<file path="config.mk">
export PLATFORM = sky130hd
export DESIGN_NAME = erxf_steer
export DESIGN_NICKNAME = d
export VERILOG_FILES = /design/src/shared/erxf_pkg.sv /design/src/hw/erxf_steer.sv
export SDC_FILE = /design/constraint.sdc
export NUM_CORES = 2
export LEC_CHECK = 0
export BUFFER_PORTS_ARGS = -buffer_cell sky130_fd_sc_hd__buf_2
export CORE_MARGIN = 1.5
export CORE_UTILIZATION = 37
export DETAILED_ROUTE_END_ITERATION = 10
export PLACE_DENSITY_LB_ADDON = 0.25
export SKIP_LAST_GASP = 1
export SLEW_MARGIN = 20
export SYNTH_ARGS = -nofsm -noshare
export SYNTH_HDL_FRONTEND = slang
export SYNTH_SLANG_ARGS = --single-unit
</file>
<file path="constraint.sdc">
create_clock -name ref_clk -period 10.3 [get_ports ref_clk]
set_clock_uncertainty 0.05 [all_clocks]
set_input_delay 2.06 -clock ref_clk [delete_from_list [all_inputs] [get_ports ref_clk]]
set_output_delay 2.06 -clock ref_clk [all_outputs]
set_load 0.03 [all_outputs]
</file>
<file path="src/shared/erxf_pkg.sv">
// receive frame steering constants, register map and field layout
// assumes a 32-bit ahb-lite slave with word-aligned registers
//
// Notes on behaviour
// - eight channels, enable bits set/cleared via set and clear registers
// - broadcast goes to the one broadcast channel when enabled, else dropped unless promiscuous mode takes it
// - group address hashed into 64-bit table; set bit sends to mcast channel
// - promiscuous channel takes control, short, error, nonmatching frames per enables
// - ram multicast entries gated by channel enables, not hash enable
// - ram result overrides hash result; ram filter drops hash match
// - address ram holds 32 entries, each match or filter
// - entry is 48-bit address, 3-bit channel, valid, match-or-filter
// - write index, then upper 32 bits, then lower 16 with flags
// - type 8100h marks tagged frame; tci bits 15-13 give priority
// - priority 0-3 and untagged frames low; 4-7 high
// - qos on: low priority dropped when free count <= low threshold
// - free count drops by one per buffer consumed on the channel, holding at zero
// - writes to free count add to it; at most 65535
// - teardown register write starts teardown after current frame
// - active channel: mark next descriptor done, clear head pointer
// - teardown raises channel interrupt, completion pointer reads fffffffc
// - inactive channel teardown interrupts too; host acks with marker
// - teardown accepted when none is pending, never clears channel enables
// - frames under 64 bytes are short: undersized or fragment
package erxf_pkg;
  // ==========================================================
  // register byte offsets
  localparam logic [7:0] CHAN_SET_OFS   = 8'h00;
  localparam logic [7:0] CHAN_CLR_OFS   = 8'h04;
  localparam logic [7:0] MBP_OFS        = 8'h08;
  localparam logic [7:0] HASH_A_OFS     = 8'h0c;
  localparam logic [7:0] HASH_B_OFS     = 8'h10;
  localparam logic [7:0] LOW_THR_OFS    = 8'h14;
  localparam logic [7:0] RAM_IDX_OFS    = 8'h18;
  localparam logic [7:0] RAM_UP_OFS     = 8'h1c;
  localparam logic [7:0] RAM_LO_OFS     = 8'h20;
  localparam logic [7:0] TDOWN_OFS      = 8'h24;
  localparam logic [7:0] IRQ_STAT_OFS   = 8'h28;
  localparam logic [7:0] FREE_BASE_OFS  = 8'h40;
  localparam logic [7:0] HDP_BASE_OFS   = 8'h60;
  localparam logic [7:0] CP_BASE_OFS    = 8'h80;
  // ==========================================================
  // steering register field positions
  localparam int MBP_MCH_LSB  = 0;
  localparam int MBP_MEN      = 5;
  localparam int MBP_BCH_LSB  = 8;
  localparam int MBP_BEN      = 13;
  localparam int MBP_PCH_LSB  = 16;
  localparam int MBP_AFEN     = 21;
  localparam int MBP_CFEN     = 22;
  localparam int MBP_SFEN     = 23;
  localparam int MBP_MFEN     = 24;
  localparam int MBP_QOS      = 29;
  localparam int LO_VALID     = 19;
  localparam int LO_MATCH     = 20;
  localparam int LO_CH_LSB    = 16;
  // ==========================================================
  // values
  localparam logic [15:0] TAG_TYPE     = 16'h8100;
  localparam logic [31:0] TDOWN_MARK   = 32'hfffffffc;
  localparam logic [10:0] SHORT_LEN    = 11'h040;
  localparam logic [31:0] RESET_WORD   = 32'h00000000;
  localparam logic [2:0]  HIGH_PRIO_MIN = 3'h4;
endpackage : erxf_pkg

</file>
<file path="src/hw/erxf_steer.sv">
// receive steering: filter decision, address ram, qos, teardown
// assumes one parsed frame header per rxFrameValid pulse, ahb-lite master
//
// Local design decisions: register access over AHB-Lite and the register offsets.
`timescale 1ns/1ps
`default_nettype none
module erxf_steer
  import erxf_pkg::*;
#(
  parameter int NUM_CHAN  = 8,
  parameter int RAM_DEPTH = 32
)(
  input  wire logic        ref_clk,
  input  wire logic        rst,
  input  wire logic        hsel,
  input  wire logic [31:0] haddr,
  input  wire logic [1:0]  htrans,
  input  wire logic        hwrite,
  input  wire logic [2:0]  hsize,
  input  wire logic [31:0] hwdata,
  input  wire logic        hready,
  output logic             hreadyout,
  output logic             hresp,
  output logic [31:0]      hrdata,
  input  wire logic        rxFrameValid,
  input  wire logic [47:0] rxDestAddr,
  input  wire logic [15:0] rxLenType,
  input  wire logic [15:0] rxTagCtl,
  input  wire logic [10:0] rxFrameLen,
  input  wire logic        rxErr,
  input  wire logic        rxCtlFrame,
  input  wire logic        rxBufUsed,
  input  wire logic [2:0]  rxBufChan,
  input  wire logic        rxBusy,
  input  wire logic        descNextExists,
  input  wire logic [2:0]  busyChan,
  output logic             frameAccept_q,
  output logic [2:0]       frameChan_q,
  output logic             frameHighPrio_q,
  output logic             descDoneMark_q,
  output logic [2:0]       descDoneChan_q,
  output logic [7:0]       rxIrq_q
);
  initial
  begin
    if (NUM_CHAN != 8 || RAM_DEPTH != 32)
      $error("erxf_steer supports 8 channels and 32 entries only");
  end

  // ==========================================================
  // functions
  function automatic logic [5:0] hashIdx(input logic [47:0] a);
    logic [5:0] h;
    h = 6'h00;
    for (int i = 0; i < 8; i++)
      h = h ^ a[i*6 +: 6];
    return h;
  endfunction : hashIdx

  // ==========================================================
  // bus slave
  logic        wrPend_q;
  logic [7:0]  wrAddr_q;
  logic        rdPend_q;
  logic [7:0]  rdAddr_q;
  wire  logic  busReq = hsel && htrans[1] && hready;

  logic [7:0]  chanEn_q;
  logic [31:0] mbp_q;
  logic [31:0] hashA_q;
  logic [31:0] hashB_q;
  logic [15:0] lowThr_q;
  logic [4:0]  ramIdx_q;
  logic [31:0] ramUp_q;
  logic [47:0] ramAddr_q [RAM_DEPTH];
  logic [2:0]  ramCh_q   [RAM_DEPTH];
  logic        ramVal_q  [RAM_DEPTH];
  logic        ramMatch_q[RAM_DEPTH];
  logic [15:0] freeCnt_q [NUM_CHAN];
  logic [31:0] hdp_q     [NUM_CHAN];
  logic [31:0] cp_q      [NUM_CHAN];
  logic        tdPend_q;
  logic [2:0]  tdChan_q;

  wire logic [2:0] wSlot = wrAddr_q[4:2];
  wire logic [2:0] rSlot = rdAddr_q[4:2];
  wire logic wFree = wrPend_q && wrAddr_q[7:5] == FREE_BASE_OFS[7:5];
  wire logic wHdp  = wrPend_q && wrAddr_q[7:5] == HDP_BASE_OFS[7:5];
  wire logic wCp   = wrPend_q && wrAddr_q[7:5] == CP_BASE_OFS[7:5];
  wire logic wTd   = wrPend_q && wrAddr_q == TDOWN_OFS;

  logic [31:0] rdMux;
  always_comb
  begin
    rdMux = RESET_WORD;
    if (rdAddr_q == CHAN_SET_OFS || rdAddr_q == CHAN_CLR_OFS)
      rdMux = {24'h000000, chanEn_q};
    else if (rdAddr_q == MBP_OFS)
      rdMux = mbp_q;
    else if (rdAddr_q == HASH_A_OFS)
      rdMux = hashA_q;
    else if (rdAddr_q == HASH_B_OFS)
      rdMux = hashB_q;
    else if (rdAddr_q == LOW_THR_OFS)
      rdMux = {16'h0000, lowThr_q};
    else if (rdAddr_q == RAM_IDX_OFS)
      rdMux = {27'h0000000, ramIdx_q};
    else if (rdAddr_q == IRQ_STAT_OFS)
      rdMux = {24'h000000, rxIrq_q};
    else if (rdAddr_q[7:5] == FREE_BASE_OFS[7:5])
      rdMux = {16'h0000, freeCnt_q[rSlot]};
    else if (rdAddr_q[7:5] == HDP_BASE_OFS[7:5])
      rdMux = hdp_q[rSlot];
    else if (rdAddr_q[7:5] == CP_BASE_OFS[7:5])
      rdMux = cp_q[rSlot];
  end

  always_ff @(posedge ref_clk)
  begin
    if (rst)
    begin
      wrPend_q  <= 1'b0;
      rdPend_q  <= 1'b0;
      wrAddr_q  <= 8'h00;
      rdAddr_q  <= 8'h00;
      hrdata    <= 32'h00000000;
      hreadyout <= 1'b1;
      hresp     <= 1'b0;
    end
    else
    begin
      wrPend_q  <= busReq && hwrite;
      rdPend_q  <= busReq && !hwrite;
      hreadyout <= !(busReq && !hwrite);
      if (busReq)
      begin
        wrAddr_q <= haddr[7:0];
        rdAddr_q <= haddr[7:0];
      end
      if (rdPend_q)
        hrdata <= rdMux;
    end
  end
  // reads take one wait state: lookup from the captured address,
  // so hrdata stands when hreadyout comes back high

  // ==========================================================
  // configuration registers
  always_ff @(posedge ref_clk)
  begin
    if (rst)
    begin
      chanEn_q <= 8'h00;
      mbp_q    <= RESET_WORD;
      hashA_q  <= RESET_WORD;
      hashB_q  <= RESET_WORD;
      lowThr_q <= 16'h0000;
      ramIdx_q <= 5'h00;
      ramUp_q  <= RESET_WORD;
    end
    else if (wrPend_q)
    begin
      if (wrAddr_q == CHAN_SET_OFS)
        chanEn_q <= chanEn_q | hwdata[7:0];
      else if (wrAddr_q == CHAN_CLR_OFS)
        chanEn_q <= chanEn_q & ~hwdata[7:0];
      else if (wrAddr_q == MBP_OFS)
        mbp_q <= hwdata;
      else if (wrAddr_q == HASH_A_OFS)
        hashA_q <= hwdata;
      else if (wrAddr_q == HASH_B_OFS)
        hashB_q <= hwdata;
      else if (wrAddr_q == LOW_THR_OFS)
        lowThr_q <= hwdata[15:0];
      else if (wrAddr_q == RAM_IDX_OFS)
        ramIdx_q <= hwdata[4:0];
      else if (wrAddr_q == RAM_UP_OFS)
        ramUp_q <= hwdata;
    end
  end

  // ==========================================================
  // address ram: lower-word write commits the entry
  wire logic wLo = wrPend_q && wrAddr_q == RAM_LO_OFS;
  always_ff @(posedge ref_clk)
  begin
    if (wLo)
    begin
      ramAddr_q[ramIdx_q]  <= {ramUp_q, hwdata[15:0]};
      ramCh_q[ramIdx_q]    <= hwdata[LO_CH_LSB +: 3];
      ramVal_q[ramIdx_q]   <= hwdata[LO_VALID];
      ramMatch_q[ramIdx_q] <= hwdata[LO_MATCH];
    end
  end

  // ==========================================================
  // frame classification and steering
  logic       ramHit;
  logic       ramMatchHit;
  logic [2:0] ramHitCh;
  always_comb
  begin
    ramHit      = 1'b0;
    ramMatchHit = 1'b0;
    ramHitCh    = 3'h0;
    for (int i = RAM_DEPTH - 1; i >= 0; i--)
      if (ramVal_q[i] && ramAddr_q[i] == rxDestAddr)
      begin
        ramHit      = 1'b1;
        ramMatchHit = ramMatch_q[i];
        ramHitCh    = ramCh_q[i];
      end
  end

  wire logic [63:0] hashTbl = {hashB_q, hashA_q};
  wire logic isBcast  = &rxDestAddr;
  wire logic isGroup  = rxDestAddr[40] && !isBcast;
  wire logic hashHit  = isGroup && hashTbl[hashIdx(rxDestAddr)];
  wire logic ramOk    = ramHit && ramMatchHit && chanEn_q[ramHitCh];
  wire logic ramDrop  = ramHit && !ramMatchHit;
  wire logic bcastOk  = isBcast && mbp_q[MBP_BEN];
  wire logic hashOk   = hashHit && mbp_q[MBP_MEN] && !ramDrop;
  wire logic addrMatch = !rxCtlFrame || mbp_q[MBP_CFEN];
  wire logic isShort  = rxFrameLen < SHORT_LEN;
  wire logic matched  = (ramOk || bcastOk || hashOk) && addrMatch;
  wire logic errPass  = isShort ? (mbp_q[MBP_SFEN] && (!rxErr ||
                        mbp_q[MBP_MFEN])) : (!rxErr || mbp_q[MBP_MFEN]);
  wire logic promOk   = mbp_q[MBP_AFEN] && errPass &&
                        (!rxCtlFrame || mbp_q[MBP_CFEN]);
  wire logic [2:0] matchCh = ramOk ? ramHitCh :
                             bcastOk ? mbp_q[MBP_BCH_LSB +: 3] :
                             mbp_q[MBP_MCH_LSB +: 3];
  wire logic [2:0] destCh = matched ? matchCh
                                    : mbp_q[MBP_PCH_LSB +: 3];
  wire logic isTagged = rxLenType == TAG_TYPE;
  wire logic highPrio = isTagged && rxTagCtl[15:13] >= HIGH_PRIO_MIN;
  wire logic qosDrop  = mbp_q[MBP_QOS] && !highPrio &&
                        freeCnt_q[destCh] <= lowThr_q;
  wire logic deliver  = (matched ? errPass : promOk) && !qosDrop;

  always_ff @(posedge ref_clk)
  begin
    if (rst)
    begin
      frameAccept_q   <= 1'b0;
      frameChan_q     <= 3'h0;
      frameHighPrio_q <= 1'b0;
    end
    else
    begin
      frameAccept_q   <= rxFrameValid && deliver;
      frameChan_q     <= destCh;
      frameHighPrio_q <= highPrio;
    end
  end

  // ==========================================================
  // free buffer counters
  always_ff @(posedge ref_clk)
  begin
    for (int c = 0; c < NUM_CHAN; c++)
    begin
      logic [16:0] sum;
      logic        dec;
      sum = {1'b0, freeCnt_q[c]};
      dec = rxBufUsed && rxBufChan == 3'(c) && freeCnt_q[c] != 16'h0000;
      if (wFree && wSlot == 3'(c))
        sum = sum + {1'b0, hwdata[15:0]};
      if (dec)
        sum = sum - 17'h00001;
      if (rst)
        freeCnt_q[c] <= 16'h0000;
      else
        freeCnt_q[c] <= sum[16] ? 16'hffff : sum[15:0];
    end
  end

  // ==========================================================
  // teardown
  wire logic tdGo = tdPend_q && !(rxBusy && busyChan == tdChan_q);
  always_ff @(posedge ref_clk)
  begin
    if (rst)
    begin
      tdPend_q       <= 1'b0;
      tdChan_q       <= 3'h0;
      descDoneMark_q <= 1'b0;
      descDoneChan_q <= 3'h0;
      rxIrq_q        <= 8'h00;
      for (int c = 0; c < NUM_CHAN; c++)
      begin
        hdp_q[c] <= RESET_WORD;
        cp_q[c]  <= RESET_WORD;
      end
    end
    else
    begin
      if (wTd && !tdPend_q)
      begin
        tdPend_q <= 1'b1;
        tdChan_q <= hwdata[2:0];
      end
      else if (tdGo)
        tdPend_q <= 1'b0;
      descDoneMark_q <= tdGo && hdp_q[tdChan_q] != RESET_WORD
                        && descNextExists;
      descDoneChan_q <= tdChan_q;
      for (int c = 0; c < NUM_CHAN; c++)
      begin
        if (wHdp && wSlot == 3'(c))
          hdp_q[c] <= hwdata;
        else if (tdGo && tdChan_q == 3'(c))
          hdp_q[c] <= RESET_WORD;
        if (tdGo && tdChan_q == 3'(c))
        begin
          cp_q[c]    <= TDOWN_MARK;
          rxIrq_q[c] <= 1'b1;
        end
        else if (wCp && wSlot == 3'(c))
        begin
          cp_q[c]    <= hwdata;
          rxIrq_q[c] <= 1'b0;
        end
      end
    end
  end

  // ==========================================================
  // checks
  tag_prio_a: assert property (@(posedge ref_clk) disable iff (rst)
    rxFrameValid && rxLenType != TAG_TYPE |=> !frameHighPrio_q)
    else $error("untagged frame marked high priority");
  chan_set_a: assert property (@(posedge ref_clk) disable iff (rst)
    wrPend_q && wrAddr_q == CHAN_SET_OFS |=>
    (chanEn_q & $past(hwdata[7:0])) == $past(hwdata[7:0]))
    else $error("channel set did not enable");
  td_irq_a: assert property (@(posedge ref_clk) disable iff (rst)
    tdGo |=> rxIrq_q[$past(tdChan_q)] && cp_q[$past(tdChan_q)] == TDOWN_MARK)
    else $error("teardown did not raise interrupt");
  td_en_a: assert property (@(posedge ref_clk) disable iff (rst)
    tdGo && !wrPend_q |=> chanEn_q == $past(chanEn_q))
    else $error("teardown changed channel enables");
  qos_drop_a: assert property (@(posedge ref_clk) disable iff (rst)
    rxFrameValid && qosDrop |=> !frameAccept_q)
    else $error("low priority frame not filtered");
  bcast_off_a: assert property (@(posedge ref_clk) disable iff (rst)
    rxFrameValid && isBcast && !mbp_q[MBP_BEN] && !mbp_q[MBP_AFEN]
    |=> !frameAccept_q)
    else $error("broadcast passed while disabled");
  ram_drop_a: assert property (@(posedge ref_clk) disable iff (rst)
    rxFrameValid && ramDrop && !bcastOk && !mbp_q[MBP_AFEN]
    |=> !frameAccept_q)
    else $error("ram filtered frame delivered");
  td_wait_a: assert property (@(posedge ref_clk) disable iff (rst)
    tdPend_q && rxBusy && busyChan == tdChan_q |=> !descDoneMark_q)
    else $error("teardown during active frame");
  rd_wait_a: assert property (@(posedge ref_clk) disable iff (rst)
    busReq && !hwrite |=> !hreadyout ##1 hreadyout)
    else $error("read wait state missing");
  rd_data_a: assert property (@(posedge ref_clk) disable iff (rst)
    rdPend_q && rdAddr_q == MBP_OFS |=> hrdata == $past(mbp_q))
    else $error("read data does not show the register");
  free_floor_a: assert property (@(posedge ref_clk) disable iff (rst)
    rxBufUsed && freeCnt_q[rxBufChan] == 16'h0000 && !wFree
    |=> freeCnt_q[$past(rxBufChan)] == 16'h0000)
    else $error("free count went below zero");
  free_dec_a: assert property (@(posedge ref_clk) disable iff (rst)
    rxBufUsed && freeCnt_q[rxBufChan] != 16'h0000 && !wFree
    |=> freeCnt_q[$past(rxBufChan)] == $past(freeCnt_q[rxBufChan]) - 16'h0001)
    else $error("free count not decremented");
  td_head_a: assert property (@(posedge ref_clk) disable iff (rst)
    tdGo && !wHdp |=> hdp_q[$past(tdChan_q)] == RESET_WORD)
    else $error("head pointer not cleared on teardown");
endmodule : erxf_steer
`default_nettype wire

</file>
==> metrics.txt <==
status finished, final reports clean; CTS Buffer Depth 4; syn avg cell area 13.1 um^2; Worst Setup SP rxDestAddr[35]; Synth cell types 110; fmax 0.101 GHz; initial antenna violation count 50; Max Fanout on Critical Path 21; Core Util, Final 42.5%; Final nets 9929; R2R Path End frameAccept_q; crit start category input port; Worst EP required 11.01 ns; CTS tree built; origin of the critical flop-to-flop path ramAddr_q[14][46]; clk sink count 2563; GRT Overall Usage 27.2%; Critical path destination frameAccept_q; wire per inst 32.7 um; Area growth syn-to-layout 14.0%; worst relative slew slack 6.74%; RePlAce Congestion 0.926; vias in the first global route 79156; Initial Util 37.3%; die area 331000 um^2; Final HPWL DP 288000 um; Synth Register Bits 2563; pwr/cell area 187 nW/um^2; vias per cell 5.90; Gate Count Post-Synth 9268; HP Class reg2reg; FF-to-FF setup slack 1.79 ns; CTS buffer count 288; Worst-Margin Slew 1.36 ns; Net Count, Synth 9605; Main synth FF type edfxtp_1; Worst EP arrival 10.57 ns; cell with the largest stage delay on the worst path or4_1; worst reg2reg path depth 35; port bufs 177; RSZ-0062 raised after global routing false; register area share after synthesis 60.6%; Ys Warns 0; Remaining Overflow, GRT 0; Max Cap Violations 0; Die Y 575 um; final WL 463000 um; Antenna Nets Post-Route 0; FP Rows 209; io pins 228; Placed Cells 13626; H-tree lvl count 5; WS Path Type in2reg; Peak VDD IR 0.126 mV; # setup viols final 0; LEAKAGE 0.0477 uW; via count 83498; EDFF count, synth 2208; type of element capturing the critical path flip-flop; Pre-antenna DRT Iters 7; layout cell share with drive strength beyond 1 14.3%; CTS Hold Bufs 0; CP peak stage delay 0.91 ns; Tcrit/Tclk final 95.7%; CTS clk-pin slew, worst paths 0.06 ns; largest net degree at the start of global routing 128; ys async rst share 0%; Final Hold Vio Count 0; Die Width 575 um; first-pass GRT wire length 633000 um; Max Transition Viols Final 0; DR iter-0 viols 12955; DR DRC count 0; Non-Filler Instances 14161; Tmin final 9.86 ns; core area 325000 um^2; # resized after CTS 0; synthesized area 121000 um^2; clock latency on the worst-skew pair 0.93 ns; cell mode on critical path buf_4; Setup Fix Bufs, Post-CTS 0; CTS root buf clkbuf_16
[worst max-delay path: cells and delay by family]
kind / cells / cell delay, ns
buf+inv: 6 / 1.59
compound gates: 16 / 3.40
xor+xnor: 1 / 0.15
fa+ha+maj: 1 / 0.29
mux: 1 / 0.33
simple gates: 11 / 2.70
[Yosys cell counts, types with 24 or more instances]
library cell,count,area (um^2)
edfxtp_1,2208,66300
xor2_1,967,8470
xnor2_1,679,5950
a21oi_1,544,2720
nor2_1,530,1990
nand2_1,526,1970
dfxtp_1,355,7110
clkbuf_1,321,1200
nor4_1,305,1910
mux2i_1,237,2370
nand4_1,206,1290
and3_1,194,1210
mux4_2,176,3960
inv_1,172,646
o21a_1,166,1250
ha_1,152,1900
nor3_1,113,566
nand3_1,112,561
nor2b_1,108,676
buf_2,101,505
o21ai_0,91,455
and2_1,84,526
nand2b_1,80,500
o22ai_1,56,350
buf_4,55,413
buf_6,55,619
o21bai_1,53,398
a21o_1,35,263
a22o_1,32,280
buf_1,32,120
or4_1,32,240
and4_1,29,254
a2111oi_0,28,245
mux2_2,28,315
a211oi_1,24,180
o2111ai_1,24,210
[how the worst min path moves through the flow]
stage / to / slack [ns] / cells after the start / start
after floorplan: mbp_q[19] / 0.38 / 2 / mbp_q[19]
after global placement: ramUp_q[17] / 0.39 / 2 / ramUp_q[17]
after detailed placement: ramUp_q[8] / 0.39 / 2 / ramUp_q[8]
after CTS: ramUp_q[17] / 0.40 / 2 / ramUp_q[17]
after global routing: ramUp_q[26] / 0.42 / 2 / ramUp_q[26]
final: ramUp_q[17] / 0.40 / 2 / ramUp_q[17]
[cell families after synthesis]
group	synth area share, %
compound gates	6.95
xor+xnor	11.9
fa+ha+maj	1.70
buf+inv	2.97
flops	60.6
mux	5.51
other cells	0.00309
simple gates	10.4
[flip-flops by register name, summed over array words and instances, names as in the netlist, 96 cells and up, named ones only]
signal	count
hdp_q	256
cp_q	256
ramCh_q	96
freeCnt_q	128
ramAddr_q	1536
[metal layers]
layer | vias to the layer above | part of all wire, % | global-route usage [%]
met3 | 869 | 10 | 4.15
met2 | 5006 | 47 | 44.3
li1 | 34936 | - | -
met4 | 2 | 4.5 | 10.7
met1 | 42685 | 39 | 36.5
met5 | - | 0.0022 | 0
[placed cells by master (no fill, tap or decap), types with 29 or more instances in the layout]
cell and instances:
buf_4 438, xor2_1 965, mux2i_1 237, ha_1 152
o21a_1 166, nor2_4 35, nand2_1 520, mux4_2 176
clkinv_2 44, a21o_1 35, nor4_1 302, nand4_1 206
clkbuf_1 55, buf_12 33, dfxtp_1 317, buf_2 125
nand3_1 112, xnor2_1 674, a21oi_1 537, clkinv_1 63
o21ai_0 82, a22o_1 32, and2_1 84, and3_1 194
o22ai_1 56, nor2b_1 107, inv_1 172, o21bai_1 53
clkbuf_16 292, nor2_1 492, nand2b_1 80, and4_1 29
edfxtp_1 2208, nor3_1 110, or4_1 32
[metrics by stage]
step / power (uW) / hold WS (ns) / instance area (um^2) / setup TNS, ns / worst slack [ns]
after floorplan: 14500 / 0.384 / 121000 / 0 / 2.09
after global placement: 15700 / 0.389 / 129000 / -0.448 / -0.448
after detailed placement: 15800 / 0.395 / 129000 / -0.418 / -0.418
after CTS: 25900 / 0.403 / 138000 / 0 / 0.468
after global routing: 26700 / 0.420 / 138000 / 0 / 0.164
final: 25900 / 0.401 / 138000 / 0 / 0.443
[layout make-up]
cell class	instances	area, um^2
Fill cell	29678	187000
Sequential cell	2563	73500
Multi-Input combinational cell	5950	44700
Clock buffer	358	7660
Tap cell	4325	5410
Timing Repair Buffer	600	4670
Clock inverter	161	1530
Inverter	189	709
Antenna cell	15	37.5
[power breakdown]
part	internal, uW	switching [uW]	leakage (uW)
registers	11500	437	0.0237
logic	1520	2220	0.0196
clock network	5820	4420	0.00449
total	18800	7080	0.0477
Power figures use the tool's default switching activity.
